**config.mk**
```make
export PLATFORM = sky130hd
export DESIGN_NAME = timer_block
export DESIGN_NICKNAME = d
export VERILOG_FILES = /design/src/hw/timer_pkg.sv /design/src/hw/count_unit_if.sv /design/src/hw/src_divider.sv /design/src/hw/count_unit.sv /design/src/hw/timer_block.sv
export SDC_FILE = /design/constraint.sdc
export NUM_CORES = 1
export LEC_CHECK = 0
export BUFFER_PORTS_ARGS = -buffer_cell sky130_fd_sc_hd__buf_4
export CORE_UTILIZATION = 60
export CTS_CLUSTER_SIZE = 30
export DETAILED_ROUTE_END_ITERATION = 16
export PLACE_DENSITY = 0.77
export SLEW_MARGIN = 20
export SYNTH_ARGS = -nofsm -noshare
export SYNTH_HDL_FRONTEND = slang
export SYNTH_SLANG_ARGS = --single-unit
```
**constraint.sdc**
```tcl
create_clock -name core_clk_in -period 9.7 [get_ports core_clk_in]
set_input_delay 0.97 -clock core_clk_in [delete_from_list [all_inputs] [get_ports core_clk_in]]
set_output_delay 0.97 -clock core_clk_in [all_outputs]
set_load 0.01 [all_outputs]
```
**src/hw/timer_pkg.sv**
```systemverilog
// Shared constants, register map and types for the timer X, Z and C block.
`default_nettype none
package timer_pkg;

  // Register port widths.
  localparam int ADDR_W = 8;
  localparam int DATA_W = 8;

  // Byte addresses of the registers.
  localparam logic [7:0] A_X_IRQ_CTL = 8'h56;
  localparam logic [7:0] A_Z_IRQ_CTL = 8'h57;
  localparam logic [7:0] A_IRQ_STATUS = 8'h58;
  localparam logic [7:0] A_IRQ_ENABLE = 8'h59;
  localparam logic [7:0] A_IRQ_CLEAR = 8'h5a;
  localparam logic [7:0] A_Z_MODE = 8'h80;
  localparam logic [7:0] A_Z_PRESC = 8'h81;
  localparam logic [7:0] A_Z_SECONDARY = 8'h82;
  localparam logic [7:0] A_Z_PRIMARY = 8'h83;
  localparam logic [7:0] A_Z_ONE_SHOT = 8'h84;
  localparam logic [7:0] A_Z_OUT_SETUP = 8'h85;
  localparam logic [7:0] A_Z_SRC_SEL = 8'h86;
  localparam logic [7:0] A_X_MODE = 8'h88;
  localparam logic [7:0] A_X_PRESC = 8'h89;
  localparam logic [7:0] A_X_COUNT = 8'h8a;
  localparam logic [7:0] A_X_SRC_SEL = 8'h8b;
  localparam logic [7:0] A_C_COUNT_LO = 8'h90;
  localparam logic [7:0] A_C_COUNT_HI = 8'h91;
  localparam logic [7:0] A_C_CC0_LO = 8'h92;
  localparam logic [7:0] A_C_CC0_HI = 8'h93;
  localparam logic [7:0] A_C_CC1_LO = 8'h94;
  localparam logic [7:0] A_C_CC1_HI = 8'h95;
  localparam logic [7:0] A_C_CONTROL = 8'h96;

  // Field widths and bit positions.
  localparam int X_MODE_W = 3;
  localparam int Z_MODE_W = 2;
  localparam int SRC_W = 2;
  localparam int IRQ_LVL_W = 3;
  localparam int X_RUN_BIT = 3;
  localparam int X_EDGE_BIT = 4;
  localparam int X_UNF_BIT = 5;
  localparam int Z_RUN_BIT = 7;
  localparam int Z_ONE_SHOT_BIT = 0;
  localparam int IRQ_REQ_BIT = 3;
  localparam int C_RUN_BIT = 2;
  localparam int C_CTL_W = 3;
  localparam int NUM_EVENTS = 4;
  localparam int ST_X = 0;
  localparam int ST_Z = 1;
  localparam int ST_C_CAP = 2;
  localparam int ST_C_CMP = 3;

  // Mode and count source encodings.
  localparam logic [1:0] X_MODE_PULSE_PERIOD = 2'h3;
  localparam logic [1:0] Z_MODE_ONE_SHOT = 2'h2;
  localparam logic [1:0] Z_MODE_WAIT_ONE_SHOT = 2'h3;
  localparam logic [1:0] SRC_DIV8 = 2'h1;
  localparam logic [1:0] SRC_DIV32 = 2'h2;
  localparam logic [1:0] SRC_PIN = 2'h3;
  localparam logic [4:0] DIV8_LAST = 5'h07;
  localparam logic [4:0] DIV32_LAST = 5'h1f;

  // Reset values.
  localparam logic [7:0] PRESC_RESET = 8'hff;
  localparam logic [7:0] COUNT_RESET = 8'hff;
  localparam logic [7:0] BYTE_RESET = 8'h00;
  localparam logic [15:0] WORD_RESET = 16'h0000;

  // Start and stop state of one timer, one-hot.
  typedef enum logic [3:0] {
    RUN_STOPPED = 4'h1,
    RUN_STARTING = 4'h2,
    RUN_COUNTING = 4'h4,
    RUN_STOPPING = 4'h8
  } run_state_t;

endpackage
`default_nettype wire

```
**src/hw/count_unit_if.sv**
```systemverilog
// Interface between the timer control logic and one prescaler/counter pair.
`timescale 1ns/1ps
`default_nettype none
interface count_unit_if;
  logic tick;
  logic load_pre;
  logic load_cnt;
  logic [7:0] pre_load_data;
  logic [7:0] cnt_load_data;
  logic [7:0] pre_rel;
  logic [7:0] cnt_rel;
  logic [7:0] pre_val;
  logic [7:0] cnt_val;
  logic pre_unf;
  logic cnt_unf;
  modport ctrl (output tick, load_pre, load_cnt, pre_load_data, cnt_load_data, pre_rel, cnt_rel,
                input pre_val, cnt_val, pre_unf, cnt_unf);
  modport unit (input tick, load_pre, load_cnt, pre_load_data, cnt_load_data, pre_rel, cnt_rel,
                output pre_val, cnt_val, pre_unf, cnt_unf);
endinterface
`default_nettype wire

```
**src/hw/src_divider.sv**
```systemverilog
// Count source generator: clock division or a synchronised pin edge.
`timescale 1ns/1ps
`default_nettype none
module src_divider
  import timer_pkg::*;
(
  input wire logic core_clk_in,
  input wire logic sys_rst_in,
  input wire logic [SRC_W-1:0] sel_in,
  input wire logic pin_in,
  output logic tick_out,
  output logic pin_edge_out
);

  typedef struct packed {
    logic [4:0] div;
    logic [2:0] sync;
    logic stable;
  } div_state_t;

  div_state_t r_reg;
  div_state_t r_next;
  logic agree;
  logic div_done;

  // The first sync stage feeds only the second; the filter looks at stages two and three.
  assign agree = (r_reg.sync[1] == r_reg.sync[2]);
  assign pin_edge_out = agree & r_reg.sync[2] & ~r_reg.stable;
  assign div_done = (r_reg.div == 5'h00);
  assign tick_out = (sel_in == SRC_PIN) ? pin_edge_out : div_done;

  // Divider reloads from the selected ratio; pin level is filtered.
  always_comb begin
    r_next = r_reg;
    r_next.sync = {r_reg.sync[1:0], pin_in};
    if (agree) begin
      r_next.stable = r_reg.sync[2];
    end
    if (div_done) begin
      r_next.div = (sel_in == SRC_DIV8) ? DIV8_LAST : (sel_in == SRC_DIV32) ? DIV32_LAST : 5'h00;
    end else begin
      r_next.div = r_reg.div - 5'h01;
    end
  end

  // State register.
  always_ff @(posedge core_clk_in or posedge sys_rst_in) begin
    if (sys_rst_in) begin
      r_reg <= '0;
    end else begin
      r_reg <= r_next;
    end
  end

endmodule
`default_nettype wire

```
**src/hw/count_unit.sv**
```systemverilog
// Eight-bit prescaler feeding an eight-bit down counter, both with reload.
`timescale 1ns/1ps
`default_nettype none
module count_unit
  import timer_pkg::*;
(
  input wire logic core_clk_in,
  input wire logic sys_rst_in,
  count_unit_if.unit cu
);

  typedef struct packed {
    logic [7:0] pre;
    logic [7:0] cnt;
  } unit_state_t;

  unit_state_t r_reg;
  unit_state_t r_next;

  // Underflow events for the current count-source tick.
  assign cu.pre_unf = cu.tick & (r_reg.pre == 8'h00);
  assign cu.cnt_unf = cu.pre_unf & (r_reg.cnt == 8'h00);
  assign cu.pre_val = r_reg.pre;
  assign cu.cnt_val = r_reg.cnt;

  // Loads from software win over counting in the same cycle.
  always_comb begin
    r_next = r_reg;
    if (cu.tick) begin
      if (cu.pre_unf) begin
        r_next.pre = cu.pre_rel;
        r_next.cnt = cu.cnt_unf ? cu.cnt_rel : r_reg.cnt - 8'h01;
      end else begin
        r_next.pre = r_reg.pre - 8'h01;
      end
    end
    if (cu.load_pre) begin
      r_next.pre = cu.pre_load_data;
    end
    if (cu.load_cnt) begin
      r_next.cnt = cu.cnt_load_data;
    end
  end

  // State register.
  always_ff @(posedge core_clk_in or posedge sys_rst_in) begin
    if (sys_rst_in) begin
      r_reg <= '{pre: PRESC_RESET, cnt: COUNT_RESET};
    end else begin
      r_reg <= r_next;
    end
  end

endmodule
`default_nettype wire

```
**src/hw/timer_block.sv**
```systemverilog
// Timers X, Z and C with run control, flags, word reads and interrupt status.
`timescale 1ns/1ps
`default_nettype none
module timer_block
  import timer_pkg::*;
(
  input wire logic core_clk_in,
  input wire logic sys_rst_in,
  input wire logic [ADDR_W-1:0] reg_addr_in,
  input wire logic [DATA_W-1:0] reg_wdata_in,
  input wire logic reg_wr_in,
  input wire logic reg_rd_in,
  output logic [DATA_W-1:0] reg_rdata_out,
  input wire logic x_pin_in,
  input wire logic z_pin_in,
  input wire logic c_pin_in,
  output logic irq_out
);

  ////////////////////////////////////////////////////////////////////////////
  // Helper functions.

  // True when a strobe addresses the given register.
  function automatic logic hit(input logic strobe, input logic [7:0] addr, input logic [7:0] target);
    return strobe && (addr == target);
  endfunction

  // Prescaler and counter advance while starting or counting.
  function automatic logic counting(input run_state_t s);
    return (s == RUN_STARTING) || (s == RUN_COUNTING);
  endfunction

  // Value that software sees in a run bit.
  function automatic logic run_visible(input run_state_t s);
    return (s == RUN_COUNTING) || (s == RUN_STOPPING);
  endfunction

  // The run bit follows a start or stop on the next count-source tick; a reversal before that tick acts at once.
  function automatic run_state_t run_next(input run_state_t s, input logic wr, input logic val,
                                          input logic tick);
    run_state_t n;
    n = s;
    case (s)
      RUN_STOPPED: begin
        if (wr && val) begin
          n = RUN_STARTING;
        end
      end
      RUN_STARTING: begin
        if (wr && !val) begin
          n = RUN_STOPPED;
        end else if (tick) begin
          n = RUN_COUNTING;
        end
      end
      RUN_COUNTING: begin
        if (wr && !val) begin
          n = RUN_STOPPING;
        end
      end
      RUN_STOPPING: begin
        if (wr && val) begin
          n = RUN_COUNTING;
        end else if (tick) begin
          n = RUN_STOPPED;
        end
      end
      default: begin
        n = RUN_STOPPED;
      end
    endcase
    return n;
  endfunction

  ////////////////////////////////////////////////////////////////////////////
  // State.

  typedef struct packed {
    logic [X_MODE_W-1:0] x_mode;
    run_state_t x_run;
    logic x_edge;
    logic x_unf;
    logic x_armed;
    logic [7:0] x_pre_rel;
    logic [7:0] x_cnt_rel;
    logic [SRC_W-1:0] x_src;
    logic [Z_MODE_W-1:0] z_mode;
    run_state_t z_run;
    logic z_one_shot;
    logic [7:0] z_pre_rel;
    logic [7:0] z_pri_rel;
    logic [7:0] z_sec;
    logic [7:0] z_out_setup;
    logic [SRC_W-1:0] z_src;
    logic [15:0] c_cnt;
    logic [15:0] c_cc0;
    logic [15:0] c_cc1;
    logic [7:0] c_hold;
    logic [7:0] c_wlo;
    logic [C_CTL_W-1:0] c_ctl;
    logic [NUM_EVENTS-1:0] irq_st;
    logic [NUM_EVENTS-1:0] irq_en;
    logic [IRQ_LVL_W-1:0] x_lvl;
    logic [IRQ_LVL_W-1:0] z_lvl;
    logic [7:0] rdata;
  } top_state_t;

  top_state_t r_reg;
  top_state_t r_next;

  count_unit_if x_cu ();
  count_unit_if z_cu ();

  logic x_tick;
  logic x_pin_edge;
  logic z_tick;
  logic c_tick;
  logic c_pin_edge;
  logic w_x_mode;
  logic w_x_pre;
  logic w_x_cnt;
  logic w_z_mode;
  logic w_z_pre;
  logic w_z_pri;
  logic w_z_os;
  logic x_pulse;
  logic z_os_mode;
  logic z_stop_reload;
  logic z_cnt_en;

  ////////////////////////////////////////////////////////////////////////////
  // Count sources and counter units.

  // Divider for timer X; its pin also supplies the measured edge.
  src_divider u_x_div (
    .core_clk_in(core_clk_in),
    .sys_rst_in(sys_rst_in),
    .sel_in(r_reg.x_src),
    .pin_in(x_pin_in),
    .tick_out(x_tick),
    .pin_edge_out(x_pin_edge)
  );

  // Divider for timer Z.
  src_divider u_z_div (
    .core_clk_in(core_clk_in),
    .sys_rst_in(sys_rst_in),
    .sel_in(r_reg.z_src),
    .pin_in(z_pin_in),
    .tick_out(z_tick),
    .pin_edge_out()
  );

  // Divider for timer C; its pin edge triggers the capture.
  src_divider u_c_div (
    .core_clk_in(core_clk_in),
    .sys_rst_in(sys_rst_in),
    .sel_in(r_reg.c_ctl[SRC_W-1:0]),
    .pin_in(c_pin_in),
    .tick_out(c_tick),
    .pin_edge_out(c_pin_edge)
  );

  count_unit u_x_cnt (
    .core_clk_in(core_clk_in),
    .sys_rst_in(sys_rst_in),
    .cu(x_cu)
  );

  count_unit u_z_cnt (
    .core_clk_in(core_clk_in),
    .sys_rst_in(sys_rst_in),
    .cu(z_cu)
  );

  ////////////////////////////////////////////////////////////////////////////
  // Write decode and unit control.

  // Register write selects.
  assign w_x_mode = hit(reg_wr_in, reg_addr_in, A_X_MODE);
  assign w_x_pre = hit(reg_wr_in, reg_addr_in, A_X_PRESC);
  assign w_x_cnt = hit(reg_wr_in, reg_addr_in, A_X_COUNT);
  assign w_z_mode = hit(reg_wr_in, reg_addr_in, A_Z_MODE);
  assign w_z_pre = hit(reg_wr_in, reg_addr_in, A_Z_PRESC);
  assign w_z_pri = hit(reg_wr_in, reg_addr_in, A_Z_PRIMARY);
  assign w_z_os = hit(reg_wr_in, reg_addr_in, A_Z_ONE_SHOT);
  assign x_pulse = (r_reg.x_mode[1:0] == X_MODE_PULSE_PERIOD);
  assign z_os_mode = (r_reg.z_mode == Z_MODE_ONE_SHOT) || (r_reg.z_mode == Z_MODE_WAIT_ONE_SHOT);

  // Timer X counts only on ticks of a started timer.
  assign x_cu.tick = x_tick & counting(r_reg.x_run);
  assign x_cu.load_pre = w_x_pre;
  assign x_cu.load_cnt = w_x_cnt;
  assign x_cu.pre_load_data = reg_wdata_in;
  assign x_cu.cnt_load_data = reg_wdata_in;
  assign x_cu.pre_rel = r_reg.x_pre_rel;
  assign x_cu.cnt_rel = r_reg.x_cnt_rel;

  // Clearing run or one-shot in a one-shot mode reloads the counter.
  assign z_stop_reload = z_os_mode &&
    ((w_z_mode && !reg_wdata_in[Z_RUN_BIT] && (r_reg.z_run != RUN_STOPPED)) ||
     (w_z_os && !reg_wdata_in[Z_ONE_SHOT_BIT] && r_reg.z_one_shot));
  assign z_cnt_en = counting(r_reg.z_run) && (!z_os_mode || r_reg.z_one_shot);
  assign z_cu.tick = z_tick & z_cnt_en;
  assign z_cu.load_pre = w_z_pre | z_stop_reload;
  assign z_cu.load_cnt = w_z_pri | z_stop_reload;
  assign z_cu.pre_load_data = w_z_pre ? reg_wdata_in : r_reg.z_pre_rel;
  assign z_cu.cnt_load_data = w_z_pri ? reg_wdata_in : r_reg.z_pri_rel;
  assign z_cu.pre_rel = r_reg.z_pre_rel;
  assign z_cu.cnt_rel = r_reg.z_pri_rel;

  // Read data and the interrupt level come straight from registers.
  assign reg_rdata_out = r_reg.rdata;
  assign irq_out = |(r_reg.irq_st & r_reg.irq_en);

  ////////////////////////////////////////////////////////////////////////////
  // Next-state logic.

  always_comb begin
    r_next = r_reg;
    r_next.rdata = BYTE_RESET;

    // Run control for both timers, synchronised to their count source.
    r_next.x_run = run_next(r_reg.x_run, w_x_mode, reg_wdata_in[X_RUN_BIT], x_tick);
    r_next.z_run = run_next(r_reg.z_run, w_z_mode, reg_wdata_in[Z_RUN_BIT], z_tick);
    if ((r_reg.x_run == RUN_STARTING) && x_tick) begin
      r_next.x_armed = 1'b1;
    end else if (x_cu.pre_unf) begin
      r_next.x_armed = 1'b0;
    end

    // Timer X mode write; in pulse-period mode flags clear on 0 and keep on 1.
    if (w_x_mode) begin
      r_next.x_mode = reg_wdata_in[X_MODE_W-1:0];
      if (reg_wdata_in[1:0] != r_reg.x_mode[1:0]) begin
        r_next.irq_st[ST_X] = 1'b1;
      end
      if (x_pulse) begin
        r_next.x_edge = r_reg.x_edge & reg_wdata_in[X_EDGE_BIT];
        r_next.x_unf = r_reg.x_unf & reg_wdata_in[X_UNF_BIT];
      end
    end
    if (w_x_pre) begin
      r_next.x_pre_rel = reg_wdata_in;
    end
    if (w_x_cnt) begin
      r_next.x_cnt_rel = reg_wdata_in;
    end
    if (hit(reg_wr_in, reg_addr_in, A_X_SRC_SEL)) begin
      r_next.x_src = reg_wdata_in[SRC_W-1:0];
    end

    // Timer Z registers.
    if (w_z_mode) begin
      r_next.z_mode = reg_wdata_in[Z_MODE_W-1:0];
      if (reg_wdata_in[Z_MODE_W-1:0] != r_reg.z_mode) begin
        r_next.irq_st[ST_Z] = 1'b1;
      end
    end
    if (w_z_os) begin
      r_next.z_one_shot = reg_wdata_in[Z_ONE_SHOT_BIT];
    end
    if (z_stop_reload || (z_os_mode && z_cu.cnt_unf)) begin
      r_next.z_one_shot = 1'b0;
    end
    if (w_z_pre) begin
      r_next.z_pre_rel = reg_wdata_in;
    end
    if (w_z_pri) begin
      r_next.z_pri_rel = reg_wdata_in;
    end
    if (hit(reg_wr_in, reg_addr_in, A_Z_SECONDARY)) begin
      r_next.z_sec = reg_wdata_in;
    end
    if (hit(reg_wr_in, reg_addr_in, A_Z_OUT_SETUP)) begin
      r_next.z_out_setup = reg_wdata_in;
    end
    if (hit(reg_wr_in, reg_addr_in, A_Z_SRC_SEL)) begin
      r_next.z_src = reg_wdata_in[SRC_W-1:0];
    end

    // Timer C: compare holds the low byte until the high byte commits the word.
    if (hit(reg_wr_in, reg_addr_in, A_C_CONTROL)) begin
      r_next.c_ctl = reg_wdata_in[C_CTL_W-1:0];
    end
    if (hit(reg_wr_in, reg_addr_in, A_C_CC1_LO)) begin
      r_next.c_wlo = reg_wdata_in;
    end
    if (hit(reg_wr_in, reg_addr_in, A_C_CC1_HI)) begin
      r_next.c_cc1 = {reg_wdata_in, r_reg.c_wlo};
    end
    if (c_tick && r_reg.c_ctl[C_RUN_BIT]) begin
      r_next.c_cnt = r_reg.c_cnt + 16'h0001;
    end
    if (c_pin_edge) begin
      r_next.c_cc0 = r_reg.c_cnt;
    end

    // Interrupt registers: software clears first, so an event in the same cycle wins.
    if (hit(reg_wr_in, reg_addr_in, A_IRQ_ENABLE)) begin
      r_next.irq_en = reg_wdata_in[NUM_EVENTS-1:0];
    end
    if (hit(reg_wr_in, reg_addr_in, A_IRQ_CLEAR)) begin
      r_next.irq_st = r_next.irq_st & ~reg_wdata_in[NUM_EVENTS-1:0];
    end
    if (hit(reg_wr_in, reg_addr_in, A_X_IRQ_CTL)) begin
      r_next.x_lvl = reg_wdata_in[IRQ_LVL_W-1:0];
      r_next.irq_st[ST_X] = r_next.irq_st[ST_X] & reg_wdata_in[IRQ_REQ_BIT];
    end
    if (hit(reg_wr_in, reg_addr_in, A_Z_IRQ_CTL)) begin
      r_next.z_lvl = reg_wdata_in[IRQ_LVL_W-1:0];
      r_next.irq_st[ST_Z] = r_next.irq_st[ST_Z] & reg_wdata_in[IRQ_REQ_BIT];
    end

    // Hardware events set flags after all clears.
    if (x_pulse && ((x_pin_edge && counting(r_reg.x_run)) || (r_reg.x_armed && x_cu.pre_unf))) begin
      r_next.x_edge = 1'b1;
    end
    if (x_pulse && x_cu.cnt_unf) begin
      r_next.x_unf = 1'b1;
    end
    if (x_cu.cnt_unf) begin
      r_next.irq_st[ST_X] = 1'b1;
    end
    if (z_cu.cnt_unf) begin
      r_next.irq_st[ST_Z] = 1'b1;
    end
    if (c_pin_edge) begin
      r_next.irq_st[ST_C_CAP] = 1'b1;
    end
    if (c_tick && r_reg.c_ctl[C_RUN_BIT] && (r_reg.c_cnt == r_reg.c_cc1)) begin
      r_next.irq_st[ST_C_CMP] = 1'b1;
    end

    // Read mux; data stand only in the cycle after the read strobe.
    if (reg_rd_in) begin
      case (reg_addr_in)
        A_X_MODE: begin
          r_next.rdata = {2'h0, r_reg.x_unf, r_reg.x_edge, run_visible(r_reg.x_run), r_reg.x_mode};
        end
        A_X_PRESC: begin
          r_next.rdata = x_cu.pre_val;
        end
        A_X_COUNT: begin
          r_next.rdata = x_cu.cnt_val;
        end
        A_X_SRC_SEL: begin
          r_next.rdata = {6'h00, r_reg.x_src};
        end
        A_Z_MODE: begin
          r_next.rdata = {run_visible(r_reg.z_run), 5'h00, r_reg.z_mode};
        end
        A_Z_PRESC: begin
          r_next.rdata = z_cu.pre_val;
        end
        A_Z_PRIMARY: begin
          r_next.rdata = z_cu.cnt_val;
        end
        A_Z_SECONDARY: begin
          r_next.rdata = r_reg.z_sec;
        end
        A_Z_ONE_SHOT: begin
          r_next.rdata = {7'h00, r_reg.z_one_shot};
        end
        A_Z_OUT_SETUP: begin
          r_next.rdata = r_reg.z_out_setup;
        end
        A_Z_SRC_SEL: begin
          r_next.rdata = {6'h00, r_reg.z_src};
        end
        A_C_COUNT_LO: begin
          r_next.rdata = r_reg.c_cnt[7:0];
          r_next.c_hold = r_reg.c_cnt[15:8];
        end
        A_C_CC0_LO: begin
          r_next.rdata = r_reg.c_cc0[7:0];
          r_next.c_hold = r_reg.c_cc0[15:8];
        end
        A_C_CC1_LO: begin
          r_next.rdata = r_reg.c_cc1[7:0];
          r_next.c_hold = r_reg.c_cc1[15:8];
        end
        A_C_COUNT_HI, A_C_CC0_HI, A_C_CC1_HI: begin
          r_next.rdata = r_reg.c_hold;
        end
        A_C_CONTROL: begin
          r_next.rdata = {5'h00, r_reg.c_ctl};
        end
        A_X_IRQ_CTL: begin
          r_next.rdata = {4'h0, r_reg.irq_st[ST_X], r_reg.x_lvl};
        end
        A_Z_IRQ_CTL: begin
          r_next.rdata = {4'h0, r_reg.irq_st[ST_Z], r_reg.z_lvl};
        end
        A_IRQ_STATUS: begin
          r_next.rdata = {4'h0, r_reg.irq_st};
        end
        A_IRQ_ENABLE: begin
          r_next.rdata = {4'h0, r_reg.irq_en};
        end
        default: begin
          r_next.rdata = BYTE_RESET;
        end
      endcase
    end
  end

  ////////////////////////////////////////////////////////////////////////////
  // State register; both timers come out of reset stopped.

  always_ff @(posedge core_clk_in or posedge sys_rst_in) begin
    if (sys_rst_in) begin
      r_reg <= '0;
      r_reg.x_run <= RUN_STOPPED;
      r_reg.z_run <= RUN_STOPPED;
      r_reg.x_pre_rel <= PRESC_RESET;
      r_reg.x_cnt_rel <= COUNT_RESET;
      r_reg.z_pre_rel <= PRESC_RESET;
      r_reg.z_pri_rel <= COUNT_RESET;
      r_reg.c_cnt <= WORD_RESET;
    end else begin
      r_reg <= r_next;
    end
  end

endmodule
`default_nettype wire

```
==> results of run 1 <==
-- cell usage after synthesis (all sizes together), types with 8 or more instances --
cell type    n  area [µm²]
nor3        26         153
nor2        76         288
nand2      116         435
xnor2       28         245
nor4b        8        91.3
nand3b       8        60.1
and2         8        50.1
a31oi       17         106
nand2b      12        75.1
a21oi       59         295
clkbuf      55         206
a211oi      10        80.1
dfstp       66        1730
dfrtp      151        3780
nand4       15        93.8
nor2b        9        56.3
o21ai       49         257
nand3       42         220
mux2i       14         140
a22o        11        96.3
mux2       107        1200
and3        13        81.3
ha          20         250
nor4        13         121
xor2        26         228
inv         33         124
buf         35         200
a22oi       11        82.6
-- cell usage in the layout (no fill, tap or decap), types with 6 or more instances in the layout --
cell type / instances
ha_1: 20
nor2_1: 75
or4_1: 7
nand3b_1: 8
xor2_1: 26
o21ai_0: 42
a22oi_1: 11
clkbuf_16: 24
nor3_1: 24
dfstp_2: 66
o21ai_1: 6
a21oi_1: 58
nand2b_1: 12
nor4_1: 8
and2_1: 6
a31oi_1: 17
nor2b_1: 9
o2bb2ai_1: 6
or3_1: 6
dfrtp_1: 151
nand2_1: 116
nor3b_1: 7
a211oi_1: 9
nand3_1: 40
o31ai_1: 7
xnor2_1: 28
a32o_1: 7
inv_1: 32
clkbuf_1: 7
nand4_1: 15
o22ai_1: 6
mux2_2: 107
and3_1: 13
a41oi_1: 6
a22o_1: 11
buf_4: 39
mux2i_1: 14
-- cell families (layout without fill, tap and decap cells) --
kind of cell,Yosys count,in the layout,share of synthesized area [%]
mux,122,122,11.4
simple gates,388,388,17.2
fa+ha+maj,20,20,2.09
buf+inv,124,117,4.46
other cells,0,1,0
xor+xnor,54,54,3.94
compound gates,257,257,14.9
flops,217,217,46.0
-- path summary, 6_finish.rpt --
kind	slack (ps)	from	cells past startpoint	end
hold reg to reg	350	u_z_div.r_next[2]	0	u_z_div.r_next[3]
max in group asynchronous	7260	sys_rst_in	4	r_reg[18]
min in group asynchronous	570	sys_rst_in	2	r_reg[104]
setup reg to reg	6620	u_x_div.r_reg[4]	7	u_x_cnt.cu.pre_val[0]
setup / recovery	6530	reg_addr_in[3]	6	reg_rdata_out[0]
hold / removal	350	u_z_div.r_next[2]	0	u_z_div.r_next[3]
-- per-layer routing --
metal,up-vias,global-route usage (%)
met5,-,0
met4,0,12.2
met3,107,5.33
met2,465,48.6
met1,4731,50.0
li1,4257,-
-- layout make-up --
cell class	instances	area, µm²
multi-input combinational	841	5950
clock inverter	11	171
fill	1569	6470
sequential	217	5510
clock buffer	33	654
inverter	34	135
antenna	1	2.50
timing repair buffer	39	293
tap	265	332
-- per-stage QoR --
step	cells	hold WS [ps]
floorplan	1182	331
global placement	1396	333
detailed placement	1396	336
CTS	1440	350
global route	1440	353
finish	1441	347
-- power breakdown --
group          leakage, nW  switching (W)  total, W  internal, W
Sequential            2.68      0.0000929   0.00110      0.00101
Combinational         2.71       0.000199  0.000357     0.000158
Clock                0.398       0.000371  0.000951     0.000580
Total                 5.79       0.000664   0.00241      0.00174
==> impl_metrics.py, run 1 <==
metrics = {
    "run_status": {
        "status": "complete, no violations",
    },
    "clocking": {
        "cts_resized": 0,
        "cts_tree": "yes",
        "clock_latency_ps": 530,
        "cts_max_path_buffers": 3,
        "clk_pin_slew_ps": 60,
        "cts_inserted_buffers": 24,
        "hold_buffers": 0,
        "htree_num_levels": 1,
        "root_buffer": "clkbuf_16",
        "cts_sinks": 217,
        "post-cts-setup-buffers": 0,
    },
    "yosys": {
        "ys_warn_count": 0,
        "synth-seq-area-share_pct": 46.0,
        "synthDistinctLibCells": 90,
        "syn_area_per_cell_um2": 10.1,
        "ys_ff_latch": 217,
        "async_reset_ff_share_pct": 100,
        "syn-instance-count": 1182,
        "synth_nets": 1225,
        "netlist_area_mm2": 0.0120,
        "synth-edff-count": 0,
        "synth_ff_type": "dfrtp_1",
    },
    "setup_path": {
        "path_cells": "buf_4 -> nor4b_4 -> nand2_1 -> o311ai_0 -> o21ai_0 -> a311oi_1",
        "crit_required_ps": 10050,
        "crit_path_top_delay_cell": "nor4b_4",
        "cp_num_buf_inv": 1,
        "cp_data_arrival_time_ps": 3520,
        "worstSetupStartpointType": "primary input",
        "worstPathMaxFanout": 19,
        "critPathKind": "primary input to register",
        "end_kind": "register",
        "crit_family": "simple AND/OR/NAND/NOR gates",
        "slowest_delay_ps": 910,
    },
    "sta": {
        "maxSlewHeadroom_pct": 24.8,
        "period_share_pct": 32.6,
        "rsz0062_at_grt": "false",
        "worst_pin_slew_ps": 1120,
        "slew_violations": 0,
        "finalHoldViolations": 0,
        "setup_viol": 0,
        "finalWorstSetupSlack_ps": 6530,
        "fin_tns_setup_ps": 0,
        "skew_ps": 16.3,
        "clock.fmax_ghz": 0.316,
        "layout_min_cycle_time_ps": 3170,
    },
    "placed_design": {
        "gp_congestion": 0.997,
        "preCtsSetupSlack_ps": 6230,
        "dpl_cell_area_mm2": 0.0122,
        "portBuffers": 31,
        "dp_hpwl_um": 22900,
    },
    "detailed_routing": {
        "drtIter0Drc": 1035,
        "ant_nets": 0,
        "wire_per_inst_um": 23.0,
        "route.met2.wl_um": 14400,
        "via_count": 9560,
        "wl_um": 33100,
        "wirelength_met1_um": 14400,
        "first_pass_iters": 8,
        "wl_met3_um": 2990,
        "drc": 0,
        "drt-vias-per-instance": 6.63,
        "top_layer_used": "met4",
    },
    "power": {
        "worst_ir_drop_vdd_v": 0.000175,
        "power.density_mw_per_mm2": 184,
        "total_power_w": 0.00241,
        "power.leakage_nw": 5.79,
    },
    "floorplanning": {
        "ioPinCount": 32,
        "dieArea_mm2": 0.0206,
        "fp-row-count": 51,
        "initial_core_util_pct": 61.4,
        "core-area_mm2": 0.0195,
        "die-width_um": 143,
        "die_y_um": 143,
    },
    "grt": {
        "antenna_found_initial": 1,
        "grt_pass1_wl_um": 51800,
        "grt_pass1_vias": 9015,
        "grt_util_all_layers_pct": 33.3,
        "gr-total-overflow": 0,
        "grt_max_degree": 108,
    },
    "layout": {
        "final_area_mm2": 0.0131,
        "largest_reg_flops": 118,
        "drive_gt1_share_pct": 23.7,
        "nets": 1200,
        "fin_util_pct": 66.9,
        "area_delta_synth_final_pct": 8.87,
    },
    "flow_run": {
        "max_cap_viol_count": 0,
    },
    "worst_hold_path": {
        "hp-class": "register to register",
    },
}
(Power assumes the default switching activity.)
==> run 2, diff against run 1 <==
Settings changed: ABC_AREA set to 1.
Clock period 9.7 ns to 3.3 ns, I/O delays scaled along.
==> run 2 against run 1 <==
  * Clock power rose to 2.7 times the previous value
  * Die area fell by 2.1%
  * Clock-buffer cell count rose by 3
  * Critical path depth rose by 4
  * Non-clock buffer count rose by 7
  * Cell count rose by 25%
  * Synthesized cell count rose by 26%
  * Global-route usage fell by 0.79 points
  * Sequential share of layout area rose by 0.29 points
  * Critical path type is now register to register
  * Area after synthesis fell by 2.1%
  * Cell area fell by 0.69%
  * Largest cell class is now registers
==> impl_metrics.py, run 2 <==
metrics = {
    "sta": {
        "finalHoldViolations": 0,
        "skew_ps": 12.3,
        "rsz0062_at_grt": "false",
        "period_share_pct": 76.1,
        "fin_tns_setup_ps": 0,
        "slew_violations": 0,
        "clock.fmax_ghz": 0.398,
        "setup_viol": 0,
        "layout_min_cycle_time_ps": 2510,
        "worst_pin_slew_ps": 785,
        "maxSlewHeadroom_pct": 47.2,
    },
    "grt": {
        "grt_pass1_wl_um": 50800,
        "grt_util_all_layers_pct": 32.6,
        "grt_pass1_vias": 9704,
        "gr-total-overflow": 0,
        "antenna_found_initial": 0,
        "grt_max_degree": 54,
    },
    "run_status": {
        "status": "complete, no violations",
    },
    "detailed_routing": {
        "via_count": 10100,
        "wire_per_inst_um": 17.4,
        "drtIter0Drc": 1106,
        "drt-vias-per-instance": 5.64,
        "ant_nets": 0,
        "first_pass_iters": 6,
        "wl_um": 31300,
        "drc": 0,
    },
    "setup_path": {
        "crit_family": "simple AND/OR/NAND/NOR gates",
        "crit_required_ps": 3760,
        "path_common_cell": "nand2_1",
        "cp_data_arrival_time_ps": 2970,
        "slowest_delay_ps": 620,
        "worstPathMaxFanout": 12,
        "cp_num_buf_inv": 2,
        "critPathKind": "register to register",
        "end_kind": "register",
        "path_cells": "inv_1 -> ha_1 -> nand3_1 -> nor2_1 -> nand4_2 -> inv_1 -> nand2_1 -> nand2_1 -> nand2_1 -> nand3_1",
        "crit_path_top_delay_cell": "nor2_1",
        "worstSetupStartpointType": "register",
    },
    "clocking": {
        "cts_tree": "yes",
        "clock_latency_ps": 520,
        "root_buffer": "clkbuf_16",
        "post-cts-setup-buffers": 0,
        "clk_pin_slew_ps": 60,
        "cts_inserted_buffers": 24,
        "cts_max_path_buffers": 3,
        "htree_num_levels": 1,
        "cts_sinks": 217,
    },
    "floorplanning": {
        "dieArea_mm2": 0.0201,
        "ioPinCount": 32,
        "die_y_um": 142,
        "fp-row-count": 50,
        "die-width_um": 142,
        "initial_core_util_pct": 61.9,
        "core-area_mm2": 0.0190,
    },
    "yosys": {
        "synth_area_leader_cell": "dfrtp_1",
        "synth_nets": 1527,
        "syn_area_per_cell_um2": 7.91,
        "synth-edff-count": 0,
        "synth-seq-area-share_pct": 47.0,
        "netlist_area_mm2": 0.0117,
        "ys_ff_latch": 217,
        "ys_warn_count": 0,
        "yosys-top-cells-count": "nand2_1 (458), inv_1 (162), dfrtp_1 (151)",
        "synth_ff_type": "dfrtp_1",
        "async_reset_ff_share_pct": 100,
        "synthDistinctLibCells": 44,
        "synth_top_area_share_pct": 32.2,
        "synth_most_common_cell": "nand2_1",
        "synthTopCellsByArea": "dfrtp_1 (32%), dfstp_2 (15%), nand2_1 (15%)",
        "syn-instance-count": 1484,
    },
    "power": {
        "worst_ir_drop_vdd_v": 0.000439,
        "power.leakage_nw": 6.30,
        "power.density_mw_per_mm2": 580,
    },
    "layout": {
        "final_common_cell": "nand2_1",
        "layout_common_cells": "nand2_1 (458), inv_1 (161), dfrtp_1 (151)",
        "drive_gt1_share_pct": 14.6,
        "diodes": 0,
        "fin_util_pct": 68.4,
        "area_delta_synth_final_pct": 10.5,
        "largest_reg_flops": 118,
        "nets": 1562,
    },
    "flow_run": {
        "max_cap_viol_count": 0,
    },
    "worst_hold_path": {
        "hp-class": "primary input to register",
    },
    "placed_design": {
        "dp_hpwl_um": 22300,
        "gp_congestion": 0.987,
        "portBuffers": 31,
    },
}
-- run 2: cell count changes in the layout (fill, tap and decap cells not counted), sizes merged, moves of 15 or more --
cell	delta
o21ai	+119
inv	+145
nand4	+15
a31oi	-17
nor2	+64
a21oi	-30
nand3	+26
nand2	+365
mux2	-103
-- run 2: timing repair --
action,CTS,global route
gates resized for setup,0,0
endpoints found under the hold margin,3,15
hold buffers,3,1
-- run 2: routing by layer --
layer | routed length (µm) | track usage, %
met5 | 0 | 0
met3 | 2460 | 5.43
met1 | 13600 | 45.9
met4 | 1090 | 11.0
met2 | 14100 | 51.1
-- run 2: cell families after synthesis --
group / after synthesis / synth area share, %
buffers and inverters: 216 / 7.82
XOR/XNOR: 49 / 3.66
flip-flops: 217 / 47.0
AO/OA/AOI/OAI: 234 / 11.0
adder cells (fa/ha/maj): 20 / 2.13
AND/OR/NAND/NOR: 744 / 28.0
multiplexers: 4 / 0.384
-- run 2: area by class of cell --
class	instances	area, µm²
clock buffer	36	697
clock inverter	8	37.5
fill	1558	5990
inverter	179	681
multi-input combinational	1051	5310
sequential	217	5510
tap	260	325
timing repair buffer	46	405
-- run 2: metrics by stage --
stage               std cells  hold WS, ps  power, W  cell area (µm²)  worst slack (ps)
global route             1797         61.0   0.00795            13000               628
floorplan                1484          331   0.00456            11700               198
CTS                      1795         52.6   0.00753            12900               831
detailed placement       1748          341   0.00499            12200               852
global placement         1748          334   0.00491            12200               978
finish                   1797         62.9   0.00752            13000               787
-- run 2: path summary, 6_finish.rpt --
path	start	endpoint	slack, ps	cells after the start
worst max-delay path	u_z_cnt.cu.pre_val[0]	u_z_cnt.cu.cnt_val[3]	790	10
worst min-delay path	reg_wdata_in[7]	x_cu.cnt_rel[7]	60	3
worst max register to register	u_z_cnt.cu.pre_val[0]	u_z_cnt.cu.cnt_val[3]	790	10
worst min register to register	u_z_div.r_next[2]	u_z_div.r_next[3]	350	0
max in group asynchronous	sys_rst_in	u_x_cnt.cu.cnt_val[3]	2030	5
min in group asynchronous	sys_rst_in	u_c_div.r_reg[7]	430	3
-- run 2: worst register-to-register path: stages (launching register included) --
cell,delay (ps)
dfstp_2,370
inv_1,160
ha_1,220
nand3_1,160
nor2_1,620
nand4_2,410
inv_1,240
nand2_1,80
nand2_1,60
nand2_1,50
nand3_1,90
-- run 2: where the power goes --
part,switching [W],internal [W]
Sequential,0.000265,0.00308
Clock,0.00108,0.00145
Combinational,0.00104,0.000601
==> run 3, diff against run 2 <==
Clock period 3.3 ns to 2.5 ns, I/O delays scaled along.
==> run 3 against run 2 <==
  * Wire length fell by 1.4%
  * Critical endpoint is now u_z_cnt.cu.cnt_val[5]
  * Setup slack lost 490 ps
  * Global-route usage fell by 0.17 points
  * Critical path type unchanged
  * Clock skew increased by 2.4 ps
==> impl_metrics.py, run 3 (synthesis results as in run 2) <==
metrics = {
    "setup_path": {
        "cp_data_arrival_time_ps": 2660,
        "r2r-end": "u_z_cnt.cu.cnt_val[5]",
        "r2r_start": "u_z_cnt.cu.pre_val[0]",
        "crit_required_ps": 2960,
        "critPathKind": "register to register",
        "worstPathMaxFanout": 9,
        "worstSetupStartpointType": "register",
        "r2r_cells": 11,
        "r2r_slack_ps": 300,
        "end_kind": "register",
    },
    "detailed_routing": {
        "wire_per_inst_um": 17.0,
        "wl_um": 30800,
        "drt-vias-per-instance": 5.60,
        "via_count": 10100,
        "first_pass_iters": 7,
        "drc": 0,
        "drtIter0Drc": 849,
        "ant_nets": 0,
    },
    "placed_design": {
        "gp_congestion": 0.980,
        "dp_hpwl_um": 22100,
        "portBuffers": 31,
        "preCtsSetupSlack_ps": 357,
    },
    "grt": {
        "grt_pass1_vias": 9794,
        "antenna_found_initial": 0,
        "grt_util_all_layers_pct": 32.4,
        "gr-total-overflow": 0,
        "grt_max_degree": 67,
        "grt_pass1_wl_um": 50600,
    },
    "power": {
        "worst_ir_drop_vdd_v": 0.000855,
        "power.leakage_nw": 6.42,
        "power.density_mw_per_mm2": 789,
    },
    "sta": {
        "layout_min_cycle_time_ps": 2200,
        "finalHoldViolations": 0,
        "maxSlewHeadroom_pct": 51.9,
        "setup_viol": 0,
        "rsz0062_at_grt": "false",
        "slew_violations": 0,
        "clock.fmax_ghz": 0.455,
        "worst_pin_slew_ps": 717,
        "finalWorstSetupSlack_ps": 302,
        "hold_slack_ps": 19.3,
        "period_share_pct": 87.9,
        "skew_ps": 14.7,
    },
    "clocking": {
        "root_buffer": "clkbuf_16",
        "cts_tree": "yes",
        "clock_latency_ps": 520,
        "clk_pin_slew_ps": 60,
        "htree_num_levels": 1,
        "cts_resized": 0,
        "cts_sinks": 217,
        "cts_inserted_buffers": 25,
        "cts_max_path_buffers": 3,
    },
    "run_status": {
        "status": "complete, no violations",
    },
    "floorplanning": {
        "ioPinCount": 32,
        "fp-row-count": 50,
        "dieArea_mm2": 0.0201,
        "core-area_mm2": 0.0190,
        "die_y_um": 142,
        "die-width_um": 142,
        "initial_core_util_pct": 61.9,
    },
    "worst_hold_path": {
        "whs_path_depth": 3,
        "hold-path-endpoint": "x_cu.cnt_rel[4]",
        "hp-start": "reg_wdata_in[4]",
        "hp-class": "primary input to register",
    },
    "layout": {
        "drive_gt1_share_pct": 15.6,
        "largest_reg_flops": 118,
        "diodes": 0,
        "area_delta_synth_final_pct": 12.2,
        "final_common_cell": "nand2_1",
        "nets": 1574,
        "layout_common_cells": "nand2_1 (458), inv_1 (161), dfrtp_1 (151)",
    },
    "flow_run": {
        "max_cap_viol_count": 0,
    },
}
[run 3: repair_timing]
item                      CTS  global route
hold buffers                7             0
hold endpoints to repair   27             0
buffers inserted            0             0
[run 3: report_power, final]
group	internal (W)	switching, W
Combinational	0.000807	0.00138
Sequential	0.00407	0.000345
Clock	0.00233	0.00145
[run 3: routing by layer]
| metal | GRT usage [%] | vias to the layer above | wire [µm] |
|---|---|---|---|
| li1 | - | 4843 | - |
| met1 | 45.2 | 4753 | 12900 |
| met2 | 51.2 | 440 | 14000 |
| met3 | 4.56 | 87 | 2650 |
| met4 | 13.1 | 0 | 1250 |
| met5 | 0 | - | 0 |
[run 3: how the worst max path moves through the flow]
stage	start	end	slack [ps]	cells after the start
2_1_floorplan	sys_rst_in	r_reg[100]	-520	1
3_3_place_gp	u_z_cnt.cu.pre_val[0]	u_z_cnt.cu.cnt_val[3]	400	11
3_5_place_dp	u_z_cnt.cu.pre_val[0]	u_z_cnt.cu.cnt_val[5]	360	11
4_1_cts	u_z_cnt.cu.pre_val[0]	u_z_cnt.cu.cnt_val[5]	320	11
5_1_grt	u_z_div.r_reg[4]	u_z_cnt.cu.cnt_val[6]	160	12
6_report	u_z_cnt.cu.pre_val[0]	u_z_cnt.cu.cnt_val[5]	300	11
[run 3: worst max-delay path, cell delays in order (launching register included)]
cell	delay, ps
dfstp_2	370
inv_1	150
ha_1	230
nand3_1	140
nor2_1	190
buf_4	180
nand4_2	310
inv_1	260
nand2_1	80
nand2_1	70
nand2_1	60
nand3_1	90
[run 3: cell type report]
type / count / area, µm²
multi-input cells: 1051 / 5310
clock buffers: 31 / 678
fillers: 1551 / 5780
inverters: 179 / 681
well taps: 260 / 325
flip-flops and latches: 217 / 5510
clock inverters: 14 / 174
repair buffers: 57 / 495
[run 3: metrics by stage]
step           cells  util, %  power, W  TNS, ps  area [µm²]
2_1_floorplan   1484        -   0.00601   -78860       11700
3_3_place_gp    1757     64.6   0.00650        0       12200
3_5_place_dp    1757     64.6   0.00660        0       12200
4_1_cts         1809     69.5    0.0104        0       13200
5_1_grt         1809     69.5    0.0109        0       13200
6_report        1809     69.5    0.0104        0       13200
